===== config.mk =====
export PLATFORM = sky130hd
export DESIGN_NAME = pwr_path_ctrl
export DESIGN_NICKNAME = d
export VERILOG_FILES = /design/src/hw/pwr_path_pkg.sv /design/src/hw/ms_timer.sv /design/src/hw/pwr_path_ctrl.sv
export SDC_FILE = /design/constraint.sdc
export NUM_CORES = 1
export LEC_CHECK = 0
export BUFFER_PORTS_ARGS = -buffer_cell sky130_fd_sc_hd__buf_4
export CAP_MARGIN = 5
export CORE_ASPECT_RATIO = 0.9
export CORE_MARGIN = 10
export CORE_UTILIZATION = 53
export CTS_BUF_LIST = sky130_fd_sc_hd__clkbuf_2 sky130_fd_sc_hd__clkbuf_4 sky130_fd_sc_hd__clkbuf_8
export CTS_CLUSTER_SIZE = 10
export DETAILED_ROUTE_END_ITERATION = 12
export GPL_TIMING_DRIVEN = 0
export PLACE_DENSITY = 0.77
export SYNTH_ARGS = -nofsm -noshare
export SYNTH_HDL_FRONTEND = slang
export SYNTH_SLANG_ARGS = --single-unit

===== constraint.sdc =====
create_clock -name SYS_CLK -period 2.4 [get_ports SYS_CLK]
set_input_delay 0.12 -clock SYS_CLK [delete_from_list [all_inputs] [get_ports SYS_CLK]]
set_output_delay 0.12 -clock SYS_CLK [all_outputs]
set_load 0.05 [all_outputs]

===== src/hw/pwr_path_pkg.sv =====
// Shared constants and types of the bus power path control block.
// Assumes a single 125 MHz system clock and a synchronous active-low reset.
package pwr_path_pkg;

  // Attach states reported by the Type-C state machine on the same clock.
  typedef enum logic [2:0] {
    ST_UNATTACHED,
    ST_ATTACHED_SRC,
    ST_ATTACHED_SNK,
    ST_UNORIENTED_DBG_SRC,
    ST_DBG_ACC_SNK,
    ST_ERROR_RECOVERY,
    ST_OTHER
  } attach_state_t;

  localparam int          CLK_HZ          = 125_000_000;
  localparam int          MS_PER_S        = 1_000;
  localparam int          CYCLES_PER_MS   = CLK_HZ / MS_PER_S;
  localparam int          TIME_W          = 10;

  // Plug supply discharge after sink detach.
  localparam logic [9:0]  PLUG_DISCH_MS   = 10'h0FA;
  // Monitoring blanking after a profile voltage change.
  localparam logic [9:0]  BLANK_MS_RST    = 10'h12C;
  // Bus discharge duration used when start-up settings are absent.
  localparam logic [9:0]  BUS_DISCH_MS_RST = 10'h0C8;

  // Plug supply undervoltage level select: 0 picks 4.65 V, 1 picks 2.65 V.
  localparam logic        PLUG_UVLO_HIGH  = 1'h0;
  localparam logic        PLUG_UVLO_LOW   = 1'h1;

  // Positions of the analog comparator inputs in the synchroniser vector.
  localparam int          PIN_BUS_SAFE0V  = 0;
  localparam int          PIN_BUS_WINDOW  = 1;
  localparam int          PIN_BUS_UVLO    = 2;
  localparam int          PIN_SUP_UVLO    = 3;
  localparam int          PIN_SUP_OVLO    = 4;
  localparam int          PIN_PLUG_UVLO   = 5;
  localparam int          PIN_RA_CC1      = 6;
  localparam int          PIN_RA_CC2      = 7;
  localparam int          PIN_COUNT       = 8;

endpackage : pwr_path_pkg


===== src/hw/ms_timer.sv =====
// Millisecond down-counter: loaded by a start pulse, busy until it expires.
// Assumes a one-cycle millisecond tick on the same clock.
`timescale 1ns/1ps
`default_nettype none
module ms_timer #(
  parameter int W = 10
) (
  input  wire logic         clk,   // system clock
  input  wire logic         rst_n, // synchronous reset, active low
  input  wire logic         start, // load pulse
  input  wire logic [W-1:0] len,   // duration in milliseconds
  input  wire logic         tick,  // millisecond enable
  output logic              busy   // high while counting
);

  logic [W-1:0] count_ff;

  // A start in the tick cycle wins, so a retrigger is never shortened.
  always_ff @(posedge clk)
  begin
    if (!rst_n)
      count_ff <= '0;
    else if (start)
      count_ff <= len;
    else if (tick && count_ff != '0)
      count_ff <= count_ff - W'(1);
  end

  assign busy = (count_ff != '0);

endmodule : ms_timer
`default_nettype wire


===== src/hw/pwr_path_ctrl.sv =====
// Bus power path and plug supply control of a Type-C port controller.
// Assumes the attach state machine runs on SYS_CLK; comparators are pins.
//
// Overview of operation
// Bus discharge starts on detach or error recovery entry, any role.
// Bus discharge on after start-up; only start-up settings turn it off.
// Discharge duration loads from start-up; software may overwrite it.
// Source enable driven low only in source states with all checks valid.
// Source enable released otherwise or when the bus check fails.
// Supply checks qualify only the source path, never the sink path.
// Supply check enables load from start-up and software may change them.
// Once source path is on, supply checks stop; bus monitoring remains.
// Source path stays on while attached and bus condition stays valid.
// Bus check uses the window, or the undervoltage level when disabled.
// Window or undervoltage choice loads at start-up; software may change.
// Source attach allowed only while bus is at safe zero volts.
// Sink enable driven low only in sink states with bus valid.
// Sink enable released otherwise or when bus is invalid.
// Plug supply only onto unwired pin, when all conditions hold.
// Plug supply never applied in the sink power role.
// Plug undervoltage level defaults high; software selects low level.
// Source role plug discharge lasts 250 ms after sink detach if enabled.
// Software plug supply controls are honoured and state is visible.
// Profile change blanks bus monitoring; discharge if going lower.
// Bus loss after attach drops path: error recovery or unattached.
// Each enable is open drain: low drive plus an output enable.
`timescale 1ns/1ps
`default_nettype none
module pwr_path_ctrl #(
  parameter int MS_DIV   = pwr_path_pkg::CYCLES_PER_MS, // cycles per ms
  parameter int BLANK_MS = int'(pwr_path_pkg::BLANK_MS_RST) // blanking
) (
  input  wire logic       SYS_CLK,           // 125 MHz clock
  input  wire logic       NRST,              // sync reset, active low
  input  wire logic [2:0] ATTACH_STATE,      // attach_state_status
  input  wire logic       CC_ORIENT,         // 0: CC1 wired, 1: CC2 wired
  input  wire logic       ROLE_SRC,          // source role configured
  input  wire logic       ROLE_DRP,          // dual role configured
  input  wire logic [pwr_path_pkg::PIN_COUNT-1:0] ANALOG_IN, // comparator pins
  input  wire logic       PROFILE_CHANGE,    // pulse: new bus voltage
  input  wire logic       PROFILE_LOWER,     // new voltage below old
  input  wire logic       NVM_DISCH_EN,      // start-up discharge enable
  input  wire logic [9:0] NVM_DISCH_MS,      // start-up discharge time
  input  wire logic       NVM_SUP_UVLO_EN,   // start-up supply UV check
  input  wire logic       NVM_SUP_OVLO_EN,   // start-up supply OV check
  input  wire logic       NVM_WINDOW_EN,     // start-up window check
  input  wire logic       NVM_PLUG_DISCH_EN, // start-up plug discharge
  input  wire logic       SW_WR,             // pulse: load software bits
  input  wire logic [9:0] SW_DISCH_MS,       // discharge time
  input  wire logic       SW_SUP_UVLO_EN,    // supply UV check enable
  input  wire logic       SW_SUP_OVLO_EN,    // supply OV check enable
  input  wire logic       SW_WINDOW_EN,      // window check enable
  input  wire logic       SW_PLUG_DISCH_EN,  // plug discharge enable
  input  wire logic       SW_PLUG_SW_EN,     // plug supply switches on
  input  wire logic       SW_PLUG_UVLO_LOW,  // select 2.65 V level
  output logic            SRC_PATH_EN_N_O,   // source enable drive level
  output logic            SRC_PATH_EN_N_OE,  // source enable drive on
  output logic            SNK_PATH_EN_N_O,   // sink enable drive level
  output logic            SNK_PATH_EN_N_OE,  // sink enable drive on
  output logic            BUS_DISCHARGE,     // bus discharge path on
  output logic            PLUG_DISCHARGE,    // plug discharge on CC pins
  output logic            PLUG_SUPPLY_CC1,   // plug supply onto CC1
  output logic            PLUG_SUPPLY_CC2,   // plug supply onto CC2
  output logic            PLUG_UVLO_LOW_SEL, // plug UV level select
  output logic            SRC_ATTACH_OK,     // bus at safe zero volts
  output logic            ERR_RECOVERY_REQ,  // pulse: source bus lost
  output logic            UNATTACH_REQ,      // pulse: sink bus lost
  output logic            BUS_MON_BLANKED,   // monitoring suspended
  output logic [9:0]      DISCH_MS_Q,        // current discharge time
  output logic            PLUG_SW_EN_Q       // current plug switch enable
);

  localparam int PIN_N = pwr_path_pkg::PIN_COUNT;

  typedef enum logic [1:0] {SRC_OFF, SRC_ON} src_path_t;

  // Two-stage synchroniser for every comparator pin.
  logic [PIN_N-1:0] meta_ff;
  logic [PIN_N-1:0] pin_q_ff;

  genvar gi;
  generate
    for (gi = 0; gi < PIN_N; gi++)
    begin : g_sync
      always_ff @(posedge SYS_CLK)
      begin
        if (!NRST)
        begin
          meta_ff[gi]  <= 1'h0;
          pin_q_ff[gi] <= 1'h0;
        end
        else
        begin
          meta_ff[gi]  <= ANALOG_IN[gi];
          pin_q_ff[gi] <= meta_ff[gi];
        end
      end
    end
  endgenerate

  // Configuration: start-up values are taken during reset.
  logic       disch_en_ff;
  logic [9:0] disch_ms_ff;
  logic       sup_uvlo_en_ff;
  logic       sup_ovlo_en_ff;
  logic       window_en_ff;
  logic       plug_disch_en_ff;
  logic       plug_sw_en_ff;
  logic       plug_uvlo_low_ff;

  // The discharge enable has no software path on purpose.
  always_ff @(posedge SYS_CLK)
  begin
    if (!NRST)
      disch_en_ff <= NVM_DISCH_EN;
  end

  always_ff @(posedge SYS_CLK)
  begin
    if (!NRST)
    begin
      disch_ms_ff      <= NVM_DISCH_MS;
      sup_uvlo_en_ff   <= NVM_SUP_UVLO_EN;
      sup_ovlo_en_ff   <= NVM_SUP_OVLO_EN;
      window_en_ff     <= NVM_WINDOW_EN;
      plug_disch_en_ff <= NVM_PLUG_DISCH_EN;
      plug_sw_en_ff    <= 1'h0;
      plug_uvlo_low_ff <= pwr_path_pkg::PLUG_UVLO_HIGH;
    end
    else if (SW_WR)
    begin
      disch_ms_ff      <= SW_DISCH_MS;
      sup_uvlo_en_ff   <= SW_SUP_UVLO_EN;
      sup_ovlo_en_ff   <= SW_SUP_OVLO_EN;
      window_en_ff     <= SW_WINDOW_EN;
      plug_disch_en_ff <= SW_PLUG_DISCH_EN;
      plug_sw_en_ff    <= SW_PLUG_SW_EN;
      plug_uvlo_low_ff <= SW_PLUG_UVLO_LOW;
    end
  end

  // Millisecond enable shared by all timers.
  logic [$clog2(MS_DIV+1)-1:0] div_ff;
  logic                        ms_tick;

  always_ff @(posedge SYS_CLK)
  begin
    if (!NRST || ms_tick)
      div_ff <= '0;
    else
      div_ff <= div_ff + 1'b1;
  end

  assign ms_tick = (div_ff == ($clog2(MS_DIV+1))'(MS_DIV - 1));

  // Attach state decode and edge detection.
  pwr_path_pkg::attach_state_t st;
  pwr_path_pkg::attach_state_t st_prev_ff;
  logic src_state;
  logic snk_state;
  logic src_prev;
  logic attached_prev;
  logic detach_evt;
  logic err_entry_evt;

  assign st = pwr_path_pkg::attach_state_t'(ATTACH_STATE);

  always_ff @(posedge SYS_CLK)
  begin
    if (!NRST)
      st_prev_ff <= pwr_path_pkg::ST_UNATTACHED;
    else
      st_prev_ff <= st;
  end

  assign src_state = (st == pwr_path_pkg::ST_ATTACHED_SRC) ||
                     (st == pwr_path_pkg::ST_UNORIENTED_DBG_SRC);
  assign snk_state = (st == pwr_path_pkg::ST_ATTACHED_SNK) ||
                     (st == pwr_path_pkg::ST_DBG_ACC_SNK);
  assign src_prev  = (st_prev_ff == pwr_path_pkg::ST_ATTACHED_SRC) ||
                     (st_prev_ff == pwr_path_pkg::ST_UNORIENTED_DBG_SRC);
  assign attached_prev = src_prev ||
                     (st_prev_ff == pwr_path_pkg::ST_ATTACHED_SNK) ||
                     (st_prev_ff == pwr_path_pkg::ST_DBG_ACC_SNK);
  assign detach_evt    = attached_prev &&
                         (st == pwr_path_pkg::ST_UNATTACHED);
  assign err_entry_evt = (st == pwr_path_pkg::ST_ERROR_RECOVERY) &&
                         (st_prev_ff != pwr_path_pkg::ST_ERROR_RECOVERY);

  // Profile change blanking window.
  logic blank_busy;
  logic lower_ff;

  always_ff @(posedge SYS_CLK)
  begin
    if (!NRST)
      lower_ff <= 1'h0;
    else if (PROFILE_CHANGE)
      lower_ff <= PROFILE_LOWER;
  end

  ms_timer #(.W(pwr_path_pkg::TIME_W)) u_blank (
    .clk   (SYS_CLK),
    .rst_n (NRST),
    .start (PROFILE_CHANGE),
    .len   (pwr_path_pkg::TIME_W'(BLANK_MS)),
    .tick  (ms_tick),
    .busy  (blank_busy)
  );

  // Bus and supply qualification.
  logic bus_ok;
  logic supply_ok;

  // While blanked the bus is treated as valid, since it is moving on purpose.
  assign bus_ok = blank_busy ||
                  (window_en_ff ? pin_q_ff[pwr_path_pkg::PIN_BUS_WINDOW]
                                : pin_q_ff[pwr_path_pkg::PIN_BUS_UVLO]);
  assign supply_ok =
    (!sup_uvlo_en_ff || pin_q_ff[pwr_path_pkg::PIN_SUP_UVLO]) &&
    (!sup_ovlo_en_ff || !pin_q_ff[pwr_path_pkg::PIN_SUP_OVLO]);

  // Source path: supply checks gate only the turn-on.
  src_path_t src_ff;
  src_path_t nxt_src;

  always_comb
  begin
    nxt_src = src_ff;
    case (src_ff)
      SRC_OFF:
        if (src_state && bus_ok && supply_ok)
          nxt_src = SRC_ON;
      SRC_ON:
        if (!src_state || !bus_ok)
          nxt_src = SRC_OFF;
      default:
        nxt_src = SRC_OFF;
    endcase
  end

  always_ff @(posedge SYS_CLK)
  begin
    if (!NRST)
      src_ff <= SRC_OFF;
    else
      src_ff <= nxt_src;
  end

  // Sink path ignores the supply checks entirely.
  logic snk_on_ff;

  always_ff @(posedge SYS_CLK)
  begin
    if (!NRST)
      snk_on_ff <= 1'h0;
    else
      snk_on_ff <= snk_state && bus_ok;
  end

  // Open-drain enables: the drive level is always low.
  assign SRC_PATH_EN_N_O  = 1'h0;
  assign SRC_PATH_EN_N_OE = (src_ff == SRC_ON);
  assign SNK_PATH_EN_N_O  = 1'h0;
  assign SNK_PATH_EN_N_OE = snk_on_ff;

  // Loss of the bus after attach.
  logic err_req_ff;
  logic unatt_req_ff;

  always_ff @(posedge SYS_CLK)
  begin
    if (!NRST)
    begin
      err_req_ff   <= 1'h0;
      unatt_req_ff <= 1'h0;
    end
    else
    begin
      err_req_ff   <= (src_ff == SRC_ON) && src_state && !bus_ok;
      unatt_req_ff <= snk_on_ff && snk_state && !bus_ok;
    end
  end

  assign ERR_RECOVERY_REQ = err_req_ff;
  assign UNATTACH_REQ     = unatt_req_ff;

  // Bus discharge sequencing.
  logic disch_start;
  logic disch_busy;
  logic bus_disch_ff;

  assign disch_start = disch_en_ff && (detach_evt || err_entry_evt);

  ms_timer #(.W(pwr_path_pkg::TIME_W)) u_bus_disch (
    .clk   (SYS_CLK),
    .rst_n (NRST),
    .start (disch_start),
    .len   (disch_ms_ff),
    .tick  (ms_tick),
    .busy  (disch_busy)
  );

  always_ff @(posedge SYS_CLK)
  begin
    if (!NRST)
      bus_disch_ff <= 1'h0;
    else
      bus_disch_ff <= disch_busy ||
                      (disch_en_ff && blank_busy && lower_ff);
  end

  assign BUS_DISCHARGE = bus_disch_ff;

  // Plug supply discharge after a sink leaves a source port.
  logic plug_disch_start;
  logic plug_disch_busy;
  logic plug_disch_ff;

  assign plug_disch_start = plug_disch_en_ff && src_prev && !src_state &&
                            ROLE_SRC;

  ms_timer #(.W(pwr_path_pkg::TIME_W)) u_plug_disch (
    .clk   (SYS_CLK),
    .rst_n (NRST),
    .start (plug_disch_start),
    .len   (pwr_path_pkg::PLUG_DISCH_MS),
    .tick  (ms_tick),
    .busy  (plug_disch_busy)
  );

  always_ff @(posedge SYS_CLK)
  begin
    if (!NRST)
      plug_disch_ff <= 1'h0;
    else
      plug_disch_ff <= plug_disch_busy;
  end

  assign PLUG_DISCHARGE = plug_disch_ff;

  // Plug supply switching onto the unwired CC pin.
  logic plug_ok;
  logic plug_cc1_ff;
  logic plug_cc2_ff;

  assign plug_ok = (ROLE_SRC || ROLE_DRP) && plug_sw_en_ff && src_state &&
                   !snk_state && pin_q_ff[pwr_path_pkg::PIN_PLUG_UVLO];

  always_ff @(posedge SYS_CLK)
  begin
    if (!NRST)
    begin
      plug_cc1_ff <= 1'h0;
      plug_cc2_ff <= 1'h0;
    end
    else
    begin
      plug_cc1_ff <= plug_ok && CC_ORIENT &&
                     pin_q_ff[pwr_path_pkg::PIN_RA_CC1];
      plug_cc2_ff <= plug_ok && !CC_ORIENT &&
                     pin_q_ff[pwr_path_pkg::PIN_RA_CC2];
    end
  end

  assign PLUG_SUPPLY_CC1   = plug_cc1_ff;
  assign PLUG_SUPPLY_CC2   = plug_cc2_ff;
  assign PLUG_UVLO_LOW_SEL = plug_uvlo_low_ff;
  assign PLUG_SW_EN_Q      = plug_sw_en_ff;
  assign DISCH_MS_Q        = disch_ms_ff;
  assign SRC_ATTACH_OK     = pin_q_ff[pwr_path_pkg::PIN_BUS_SAFE0V];
  assign BUS_MON_BLANKED   = blank_busy;
endmodule : pwr_path_ctrl
`default_nettype wire


---- Yosys cells after proc, flatten, opt, wreduce, memory -nomap -nowiden ----
Index checks and enable logic that the tools add are counted.
operators by class
  $add $sub $neg .......................... 4
  bitwise operators ....................... 1
  muxes and demuxes ....................... 20
  reductions and logical operators ........ 59
  equal/unequal tests ..................... 15
operator list
  kind                                                 count
  2-to-1 mux 10 bit                                    4
  nonzero test 10 bit                                  3
  subtractor 10 x 1 -> 10 bit, second input constant   3
  logical AND 1 bit                                    27
  2-to-1 mux 9 bit                                     2
  adder 17 x 1 -> 17 bit, second input constant        1
  equality test 17 bit, second input constant          1
  2-to-1 mux 8 bit                                     2
  logical OR 1 bit                                     13
  equality test 3 x 2 -> 1 bit, second input constant  4
  equality test 3 bit, second input constant           3
  2-to-1 mux 1 bit                                     9
  logical NOT 1 bit                                    8
  equality test 3 x 1 -> 1 bit, second input constant  2
  nonzero test 2 bit                                   3
  2-to-1 mux 2 bit                                     2
  != test 2 x 1 -> 1 bit, second input constant        2
  case mux 2 bit (2 select lines)                      1
  OR reduction 2 bit                                   2
  logical NOT 3 bit                                    1
  != test 3 bit, second input constant                 1
  equality test 2 x 1 -> 1 bit, second input constant  1
  logical NOT 2 bit                                    1
  != test 2 bit, second input constant                 1
  2 further kinds                                      2
storage, ports and cells
  logic and storage cells ................. 139
  input bits .............................. 50
  flip-flop bits (word level) ............. 93

---- Longest topological paths before layout ----
Gate-level depths: netlist of the first run.
  depth in word-level cells ............... 8
  depth in mapped cells ................... 8

---- Modules after synthesis ----
A second synthesis of the first run with hierarchy kept.
second synthesis, totals
  cell total of the unflattened synthesis .. 437
  area total of the unflattened synthesis .. 4270.3 sq um
by module, submodules not included
  module         area each (sq um)  seq. area each (sq um)  cells each  times used
  pwr_path_ctrl  2412.3             1391.3                  209         1
  ms_timer       619.3              200.2                   76          3

---- Worst setup path after synthesis of the first run ----
OpenSTA, ideal clock, no wires.
  kind .................................... register to register
  start point ............................. register u_blank.count_ff[0]
  end point ............................... register u_blank.count_ff[2]
  setup slack ............................. 350 ps
  arrival ................................. 1917 ps
  period minus slack after synthesis ...... 2050 ps
  cell stages (with the launch flop) ...... 9
  library setup time ...................... 132 ps
  path through ............................ dfxtp_1 > inv_1 > ha_1 > or3b_2 > or4_4 > buf_6 > nand3_1 > xor2_1 > a21oi_1
between the ends
  word-level cells in the longest chain between the ends .. 3
ends and longest elaborated chain
  element                       RTL line             source
  start, declared               ms_timer.sv:16       logic [W-1:0] count_ff;
  start signal, assigned        ms_timer.sv:24       count_ff <= len;
  start signal, assigned        ms_timer.sv:26       count_ff <= count_ff - W'(1);
  nonzero test 10 bit           n/a
  via BUS_MON_BLANKED           pwr_path_ctrl.sv:68  output logic BUS_MON_BLANKED,
  logical AND 1 bit             ms_timer.sv:25       else if (tick && count_ff != '0)
  nonzero test 2 bit (no line)  n/a
The timed path passes the listed nets, and every way through them passes these cells. The select of a mux whose other input is x is not followed.
A chain may end at the register's enable or synchronous reset.

---- Worst setup path after layout of the first run ----
  start point ............................. register u_blank.count_ff[0]
  end point ............................... output BUS_MON_BLANKED
between the ends
  word-level cells in the longest chain between the ends .. 1
ends and longest elaborated chain
  element              RTL line             source
  nonzero test 10 bit  ms_timer.sv:29       assign busy = (count_ff != '0);
  end, declared        pwr_path_ctrl.sv:68
Every way passes these cells.

==> out/metrics.yaml, run 1 <==
run_status:
  status: "completed"
placement:
  portBuffers: 70
  place_congestion: 0.801
  dpl_cell_area_um2: 4530
  dpl.hpwl_um: 6290
setup_path:
  critical_path_arrival_ns: 2.15
  crit_required_ns: 2.28
  crit_fanout: 8
  cp-end-kind: "output port"
  crit_type: "register to output port"
  start_kind: "register"
die:
  coreArea_um2: 7080
  pin_count: 74
  start_util: 0.549
  die_h_um: 101
  rows: 29
  die_x_um: 110
  fp.dieArea_um2: 11200
synth:
  synth-async-reset-ratio: 0
  ys_types: 48
  synth-seq-cells: 92
  syn_area_um2: 3890
  synth-warning-count: 0
  ys_seq_area_frac: 0.512
  syn_area_per_cell_um2: 10.2
  synth_cells: 383
  ys.flop_type: "dfxtp_1"
  synth_edf_count: 15
drt:
  routed_wl_um: 8640
  antenna_left: 0
  vias: 3059
  drt_iter0_markers: 91
  vias_per_cell: 5.30
  routedWlPerCell_um: 15.0
  dr.pass1.iters: 4
  drc: 0
timing:
  hold_violations: 0
  tightest_slew_ns: 0.695
  setup_viol: 0
  post-route-min-period_ns: 2.27
  fmax_ghz: 0.441
  fin_tns_setup_ns: 0
  slew_headroom: 0.537
  slew_violations: 0
  period_share: 0.944
  finalClockSkew_ns: 0.0117
  rsz0062_at_grt: "false"
clock_tree:
  cts_buffers: 9
  post_cts_buffers: 0
  cts_tree: "built"
  clock_sinks: 92
  cts_root_buffer: "clkbuf_8"
  clkSlewWorstSetupHoldPaths_ns: 0.08
  insertion_delay_ns: 0.36
  clockBufferDepth: 2
  htreeDepth: 3
finish:
  layout_common_cells: "dfxtp_1 (77), buf_4 (72), nor2_1 (42)"
  drive_gt1_frac: 0.236
  final_common_cell: "dfxtp_1"
  antenna_cells: 0
  stdcell_area_um2: 4860
  fin_nets: 534
  syn2layout_area_growth_pct: 24.9
global_route:
  grt_pass1_vias: 3050
  grt_max_degree: 16
  grt_overflow: 0
  grt_pass1_wl_um: 14400
  grtUsageTotal: 0.160
  antenna_found_initial: 0
power_and_ir_drop:
  irDropWorstVdd_mv: 0.385
  p_leak_uw: 0.00192
  p_per_area_nw_per_um2: 639
min_path:
  worst_hold_path_type: "primary input to register"
job:
  cap_violations: 0
metrics by stage:
stage           util  setup WS (ns)  total power [µW]  cells  hold WS, ns
2_1_floorplan      -          0.350              2010    384        0.219
3_3_place_gp   0.641          0.232              2160    547        0.299
3_5_place_dp   0.641          0.204              2170    547        0.300
4_1_cts        0.687          0.113              3120    578      0.00363
5_1_grt        0.686         0.0491              3230    577      0.00316
6_report       0.686          0.133              3110    577       0.0146
critical path: stages, from the launching register on:
cell,delay (ns)
dfxtp_1,0.34
inv_1,0.08
ha_1,0.17
or3b_2,0.44
or4_4,0.42
buf_6,0.16
buf_4,0.19
synth_stat cells (3+ instances only):
library cell | instances | area share
nand3_1 | 14 | 0.018
or4_4 | 3 | 0.0087
ha_1 | 5 | 0.016
xor2_1 | 20 | 0.045
nand4_1 | 11 | 0.018
nand4b_1 | 5 | 0.011
inv_1 | 11 | 0.011
nor2_1 | 42 | 0.041
nor4_1 | 4 | 0.0064
and2_1 | 20 | 0.032
mux2_2 | 15 | 0.043
a211oi_1 | 4 | 0.0077
o21ai_0 | 9 | 0.012
o211ai_1 | 3 | 0.0058
xnor2_1 | 15 | 0.034
a21oi_1 | 22 | 0.028
mux2i_1 | 6 | 0.015
and3_1 | 5 | 0.0080
nor3_1 | 11 | 0.014
nor2b_1 | 4 | 0.0064
nand2_1 | 13 | 0.013
clkbuf_1 | 9 | 0.0087
and4_1 | 4 | 0.0090
dfxtp_1 | 77 | 0.40
or4_1 | 4 | 0.0077
edfxtp_1 | 15 | 0.12
cells by family after synthesis:
group / synth area share
DFF: 0.512
and+or+nand+nor: 0.231
adders and majority gates: 0.0161
other: 0.000965
buffers and inverters: 0.0296
xor gates and xnor gates: 0.0789
AOI/OAI and AO/OA: 0.0724
muxes: 0.0589
cell type report:
| cell class | instances | area, µm² |
|---|---|---|
| Tap cell | 93 | 116 |
| Multi-Input combinational cell | 266 | 1780 |
| Sequential cell | 92 | 1990 |
| Clock inverter | 5 | 38.8 |
| Buffer | 14 | 70.1 |
| Fill cell | 571 | 2220 |
| Clock buffer | 11 | 139 |
| Timing Repair Buffer | 85 | 676 |
| Inverter | 11 | 41.3 |
metal layers:
layer | part of all wire | track usage | up-vias
li1 | - | - | 1545
met1 | 0.45 | 0.194 | 1431
met3 | 0.071 | 0.0648 | 6
met4 | 0.0071 | 0.0523 | 0
met2 | 0.47 | 0.253 | 77
met5 | 0 | 0 | -
what timing repair did:
item / 4_1_cts / 5_1_grt
setup endpoints to repair: 0 / 9
hold buffers: 15 / 0
gates resized for setup: 0 / 0
hold endpoints to repair: 15 / 0
sequential cells by signal, indices dropped and copies added (netlist names), 3 cells and up:
name                   count
pin_q_ff                   7
u_bus_disch.count_ff      10
u_blank.count_ff          10
DISCH_MS_Q                10
meta_ff                    8
u_plug_disch.count_ff     10
div_ff                    17
st_prev_ff                 3
where the power goes:
| group | switching, µW | leakage [µW] | internal [µW] |
|---|---|---|---|
| registers | 47.5 | 0.000782 | 1650 |
| clock network | 544 | 0.0000920 | 404 |
| logic | 265 | 0.00105 | 200 |
| total | 857 | 0.00192 | 2250 |
worst paths after layout:
check	start	end	slack [ns]	cells after the start
setup / recovery	u_blank.count_ff[0]	BUS_MON_BLANKED	0.13	6
hold / removal	PROFILE_CHANGE	u_blank.count_ff[3]	0.01	2
setup reg to reg	u_bus_disch.count_ff[5]	u_bus_disch.count_ff[3]	0.21	5
hold reg to reg	meta_ff[3]	pin_q_ff[3]	0.44	1
(Power assumes the default switching activity.)
==> run 2, diff against run 1 <==
--- a/config.mk
+++ b/config.mk
@@ -15,6 +15,7 @@
 export DETAILED_ROUTE_END_ITERATION = 12
 export GPL_TIMING_DRIVEN = 0
 export PLACE_DENSITY = 0.77
+export SETUP_SLACK_MARGIN = 0.2
 export SYNTH_ARGS = -nofsm -noshare
 export SYNTH_HDL_FRONTEND = slang
 export SYNTH_SLANG_ARGS = --single-unit
==> out/metrics.yaml, run 2 (synthesized netlist as in run 1, its figures left out) <==
drt:
  drc: 0
  dr.pass1.iters: 4
  routedWlPerCell_um: 15.3
  vias_per_cell: 5.29
  routed_wl_um: 8940
  antenna_left: 0
  drt_iter0_markers: 87
  vias: 3091
setup_path:
  crit_type: "register to output port"
  path_cells: "inv_2 > ha_4 > or3b_4 > or4_4 > buf_8 > buf_8"
  critical_path_arrival_ns: 2.05
  r2r_slack_ns: 0.29
  path_common_cell: "buf_8"
  cp-end-kind: "output port"
  crit_path_max_incr_delay_ns: 0.49
  slowest_stage: "or4_4"
  crit_required_ns: 2.28
  crit_fanout: 8
  start_kind: "register"
timing:
  finalClockSkew_ns: 0.0108
  fin_tns_setup_ns: 0
  rsz0062_at_grt: "true"
  fmax_ghz: 0.462
  tightest_slew_ns: 0.688
  setup_viol: 0
  fin_ws_ns: 0.234
  post-route-min-period_ns: 2.17
  hold_violations: 0
  slew_headroom: 0.541
  slew_violations: 0
  period_share: 0.903
power_and_ir_drop:
  combPwrFrac: 0.154
  p_seq_frac: 0.541
  p_leak_uw: 0.00197
  intPower_uw: 2260
  p_switching_uw: 867
  p_per_area_nw_per_um2: 628
  clkPwrFrac: 0.305
  switching_share: 0.277
  irDropWorstVdd_mv: 0.385
global_route:
  busiest_layer: "met2"
  grt_use_met1: 0.193
  use_met2: 0.257
  grt_use_met3: 0.0648
  grt_max_degree: 16
  grt_overflow: 0
  grt_pass1_wl_um: 14500
  antenna_found_initial: 0
  grt_pass1_vias: 3067
  grtUsageTotal: 0.161
placement:
  detailedPlace.worstSlack_ns: 0.204
  dpl.hpwl_um: 6290
  place_congestion: 0.801
  portBuffers: 70
finish:
  post-route-util: 0.704
  antenna_cells: 0
  final_common_cell: "buf_4"
  fin_nets: 541
  syn2layout_area_growth_pct: 28.2
  largest_register_ffs: 17
  drive_gt1_frac: 0.271
  regMostFlops: "div_ff"
  layout_common_cells: "buf_4 (77), dfxtp_1 (73), nor2_1 (42)"
die:
  die_x_um: 110
  pin_count: 74
  die_h_um: 101
  rows: 29
  start_util: 0.549
  fp.dieArea_um2: 11200
  coreArea_um2: 7080
job:
  cap_violations: 0
clock_tree:
  htreeDepth: 3
  cts_buffers: 9
  clock_sinks: 92
  cts_tree: "built"
  cts_root_buffer: "clkbuf_8"
  clkSlewWorstSetupHoldPaths_ns: 0.08
  clockBufferDepth: 2
  insertion_delay_ns: 0.36
run_status:
  status: "completed"
min_path:
  worst_hold_path_type: "primary input to register"
run 2: layout make-up:
class	instances	area, µm²
Inverter	11	41.3
Timing Repair Buffer	91	728
Buffer	15	81.3
Multi-Input combinational cell	266	1840
Clock buffer	11	139
Fill cell	545	2090
Tap cell	93	116
Sequential cell	92	2000
Clock inverter	5	38.8
run 2: final timing paths:
path | startpoint | endpoint | cells after the start
max | u_blank.count_ff[0] | BUS_MON_BLANKED | 6
min | PROFILE_CHANGE | u_blank.count_ff[3] | 2
max reg2reg | u_blank.count_ff[0] | u_blank.count_ff[2] | 8
min reg2reg | meta_ff[3] | pin_q_ff[3] | 1
run 2: metal layers:
metal  up-vias  wire length (µm)
met5         -                 0
met4         0                95
met3        10               610
met2        70              4210
met1      1444              4030
li1       1567                 -
run 2: what timing repair did:
action	in CTS	in global routing
gates resized for setup	9	14
setup endpoints to repair	10	28
pin swaps	2	5
hold buffers	15	0
endpoints found under the hold margin	15	0
setup buffers	2	4
run 2: power by group through the flow:
stage | clock network, µW | logic [µW] | registers, µW
after floorplan | 0 | 193 | 1820
after global placement | 0 | 437 | 1720
after detailed placement | 0 | 445 | 1730
after CTS | 966 | 469 | 1690
after global routing | 1020 | 517 | 1700
final | 955 | 480 | 1690
run 2: stage by stage:
| stage | hold WS [ns] | area, µm² | total power, µW | instances |
|---|---|---|---|---|
| after floorplan | 0.219 | 3890 | 2010 | 384 |
| after global placement | 0.299 | 4530 | 2160 | 547 |
| after detailed placement | 0.300 | 4530 | 2170 | 547 |
| after CTS | 0.00363 | 4890 | 3130 | 580 |
| after global routing | 0.00306 | 4980 | 3240 | 584 |
| final | 0.0149 | 4980 | 3130 | 584 |
run 2: worst max-delay path: cells and delay by family, from the launching register on:
family | cells | cell delay (ns)
buffers and inverters | 3 | 0.39
adder cells (fa/ha/maj) | 1 | 0.13
AND/OR/NAND/NOR | 2 | 0.85
flip-flops | 1 | 0.33
==> run 3, diff against run 2 <==
--- a/config.mk
+++ b/config.mk
@@ -7,15 +7,15 @@
 export LEC_CHECK = 0
 export BUFFER_PORTS_ARGS = -buffer_cell sky130_fd_sc_hd__buf_4
 export CAP_MARGIN = 5
-export CORE_ASPECT_RATIO = 0.9
 export CORE_MARGIN = 10
 export CORE_UTILIZATION = 53
 export CTS_BUF_LIST = sky130_fd_sc_hd__clkbuf_2 sky130_fd_sc_hd__clkbuf_4 sky130_fd_sc_hd__clkbuf_8
 export CTS_CLUSTER_SIZE = 10
 export DETAILED_ROUTE_END_ITERATION = 12
 export GPL_TIMING_DRIVEN = 0
-export PLACE_DENSITY = 0.77
+export PLACE_DENSITY_LB_ADDON = 0.25
 export SETUP_SLACK_MARGIN = 0.2
 export SYNTH_ARGS = -nofsm -noshare
 export SYNTH_HDL_FRONTEND = slang
 export SYNTH_SLANG_ARGS = --single-unit
+export TNS_END_PERCENT = 1
==> out/metrics.yaml, run 3 (synthesized netlist as in run 1, its figures left out) <==
min_path:
  hp-start: "ATTACH_STATE[0]"
  worst_hold_path_type: "primary input to register"
  hold_depth: 2
  min_to: "st_prev_ff[0]"
timing:
  finalClockSkew_ns: 0.0145
  period_share: 0.921
  fin_tns_setup_ns: 0
  fin_ws_ns: 0.189
  setup_viol: 0
  fmax_ghz: 0.452
  slew_violations: 0
  slew_headroom: 0.524
  rsz0062_at_grt: "true"
  post-route-min-period_ns: 2.21
  hold_violations: 0
  tightest_slew_ns: 0.714
clock_tree:
  htreeDepth: 3
  insertion_delay_ns: 0.36
  cts_tree: "built"
  cts_root_buffer: "clkbuf_8"
  clockBufferDepth: 2
  cts_buffers: 9
  clock_sinks: 92
  clkSlewWorstSetupHoldPaths_ns: 0.10
drt:
  drc: 0
  drt_iter0_markers: 114
  vias_per_cell: 5.22
  antenna_left: 0
  vias: 3067
  routedWlPerCell_um: 14.8
  dr.pass1.iters: 4
  routed_wl_um: 8710
die:
  die_h_um: 106
  start_util: 0.542
  rows: 31
  fp.dieArea_um2: 11200
  die_x_um: 106
  pin_count: 74
  coreArea_um2: 7180
power_and_ir_drop:
  p_per_area_nw_per_um2: 656
  power_uw: 3270
  irDropWorstVdd_mv: 0.402
  p_leak_uw: 0.00196
finish:
  multi_input_area_um2: 1820
  post-route-util: 0.695
  fin_nets: 538
  regMostFlops: "div_ff"
  final-seq-area_um2: 2000
  layout_common_cells: "buf_4 (74), dfxtp_1 (73), nor2_1 (42)"
  drive_gt1_frac: 0.264
  final_common_cell: "buf_4"
  n_fill_cell: 517
  fin_cells: 587
  largest_register_ffs: 17
  antenna_cells: 0
  syn2layout_area_growth_pct: 28.2
global_route:
  grtUsageTotal: 0.154
  grt_pass1_vias: 3074
  grt_overflow: 0
  antenna_found_initial: 0
  grt_max_degree: 19
  grt_pass1_wl_um: 14400
setup_path:
  start_kind: "register"
  crit_required_ns: 2.68
  r2r_start: "div_ff[6]"
  r2r_cells: 6
  slowest_stage: "or4_1"
  critical_path_arrival_ns: 2.49
  cp-end-kind: "register"
  crit_fanout: 10
  worstReg2RegEnd: "u_blank.count_ff[9]"
  crit_path_max_incr_delay_ns: 0.44
  crit_type: "register to register"
  path_cells: "nor4bb_1 > and4_1 > clkbuf_4 > nand4_1 > or4_1 > a21oi_1"
  r2r_slack_ns: 0.19
run_status:
  status: "completed"
placement:
  dpl.hpwl_um: 6300
  place_congestion: 0.795
  portBuffers: 70
  placedCellCount: 553
  detailedPlace.worstSlack_ns: 0.222
job:
  cap_violations: 0
==> run 3: cell types whose count changed in the layout (fill, tap and decap cells not counted), moves of 2 or more <==
cell      before  now
buf_4         77   74
clkinv_4       4    1
clkbuf_4       3    1
inv_8          0    3
==> run 3: final cells by class <==
type | count | share of cell area
plain buffers | 15 | 0.0161
clock buffers | 9 | 0.0249
clock inverters | 7 | 0.0178
inverters | 11 | 0.00829
multi-input cells | 266 | 0.366
flip-flops and latches | 92 | 0.401
well taps | 99 | 0.0249
repair buffers | 88 | 0.142
==> run 3: how the worst max path moves through the flow <==
stage | startpoint | to | slack (ns) | cells past startpoint
after floorplan | u_blank.count_ff[0] | u_blank.count_ff[2] | 0.35 | 8
after global placement | div_ff[0] | div_ff[11] | 0.27 | 6
after CTS | div_ff[11] | u_blank.count_ff[9] | 0.15 | 6
after detailed placement | div_ff[0] | u_bus_disch.count_ff[4] | 0.22 | 6
after global routing | div_ff[0] | u_blank.count_ff[9] | 0.14 | 7
final | div_ff[6] | u_blank.count_ff[9] | 0.19 | 6
==> run 3: worst max-delay path, delay by kind of cell, from the launching register on <==
family	cells	cell delay, ns
AO/OA/AOI/OAI	1	0.19
buffers and inverters	1	0.22
flip-flops	1	0.42
AND/OR/NAND/NOR	4	1.30
==> run 3: report_power, final <==
part | switching [µW] | total, µW | internal, µW | leakage (µW)
clock network | 593 | 1100 | 509 | 0.000106
logic | 268 | 477 | 209 | 0.00107
registers | 45.9 | 1690 | 1650 | 0.000783
==> run 3: what timing repair did <==
action / in CTS / in global routing
hold buffers: 15 / 0
hold endpoints to repair: 15 / 0
buffers inserted: 2 / 1
pin swaps: 1 / 3
resized for setup: 1 / 17
setup endpoints to repair: 13 / 19
==> run 3: per-layer routing <==
metal | track usage | routed length, µm | vias up
met3 | 0.0566 | 580 | 12
li1 | - | - | 1554
met4 | 0.0561 | 126 | 0
met2 | 0.247 | 4100 | 69
met1 | 0.185 | 3900 | 1432
met5 | 0 | 0 | -
==> run 3: through the flow <==
step	cell area, µm²	hold WS (ns)
after floorplan	3890	0.219
after global placement	4540	0.299
after detailed placement	4540	0.301
after CTS	4920	0.0102
after global routing	4980	0.0177
final	4980	0.0188
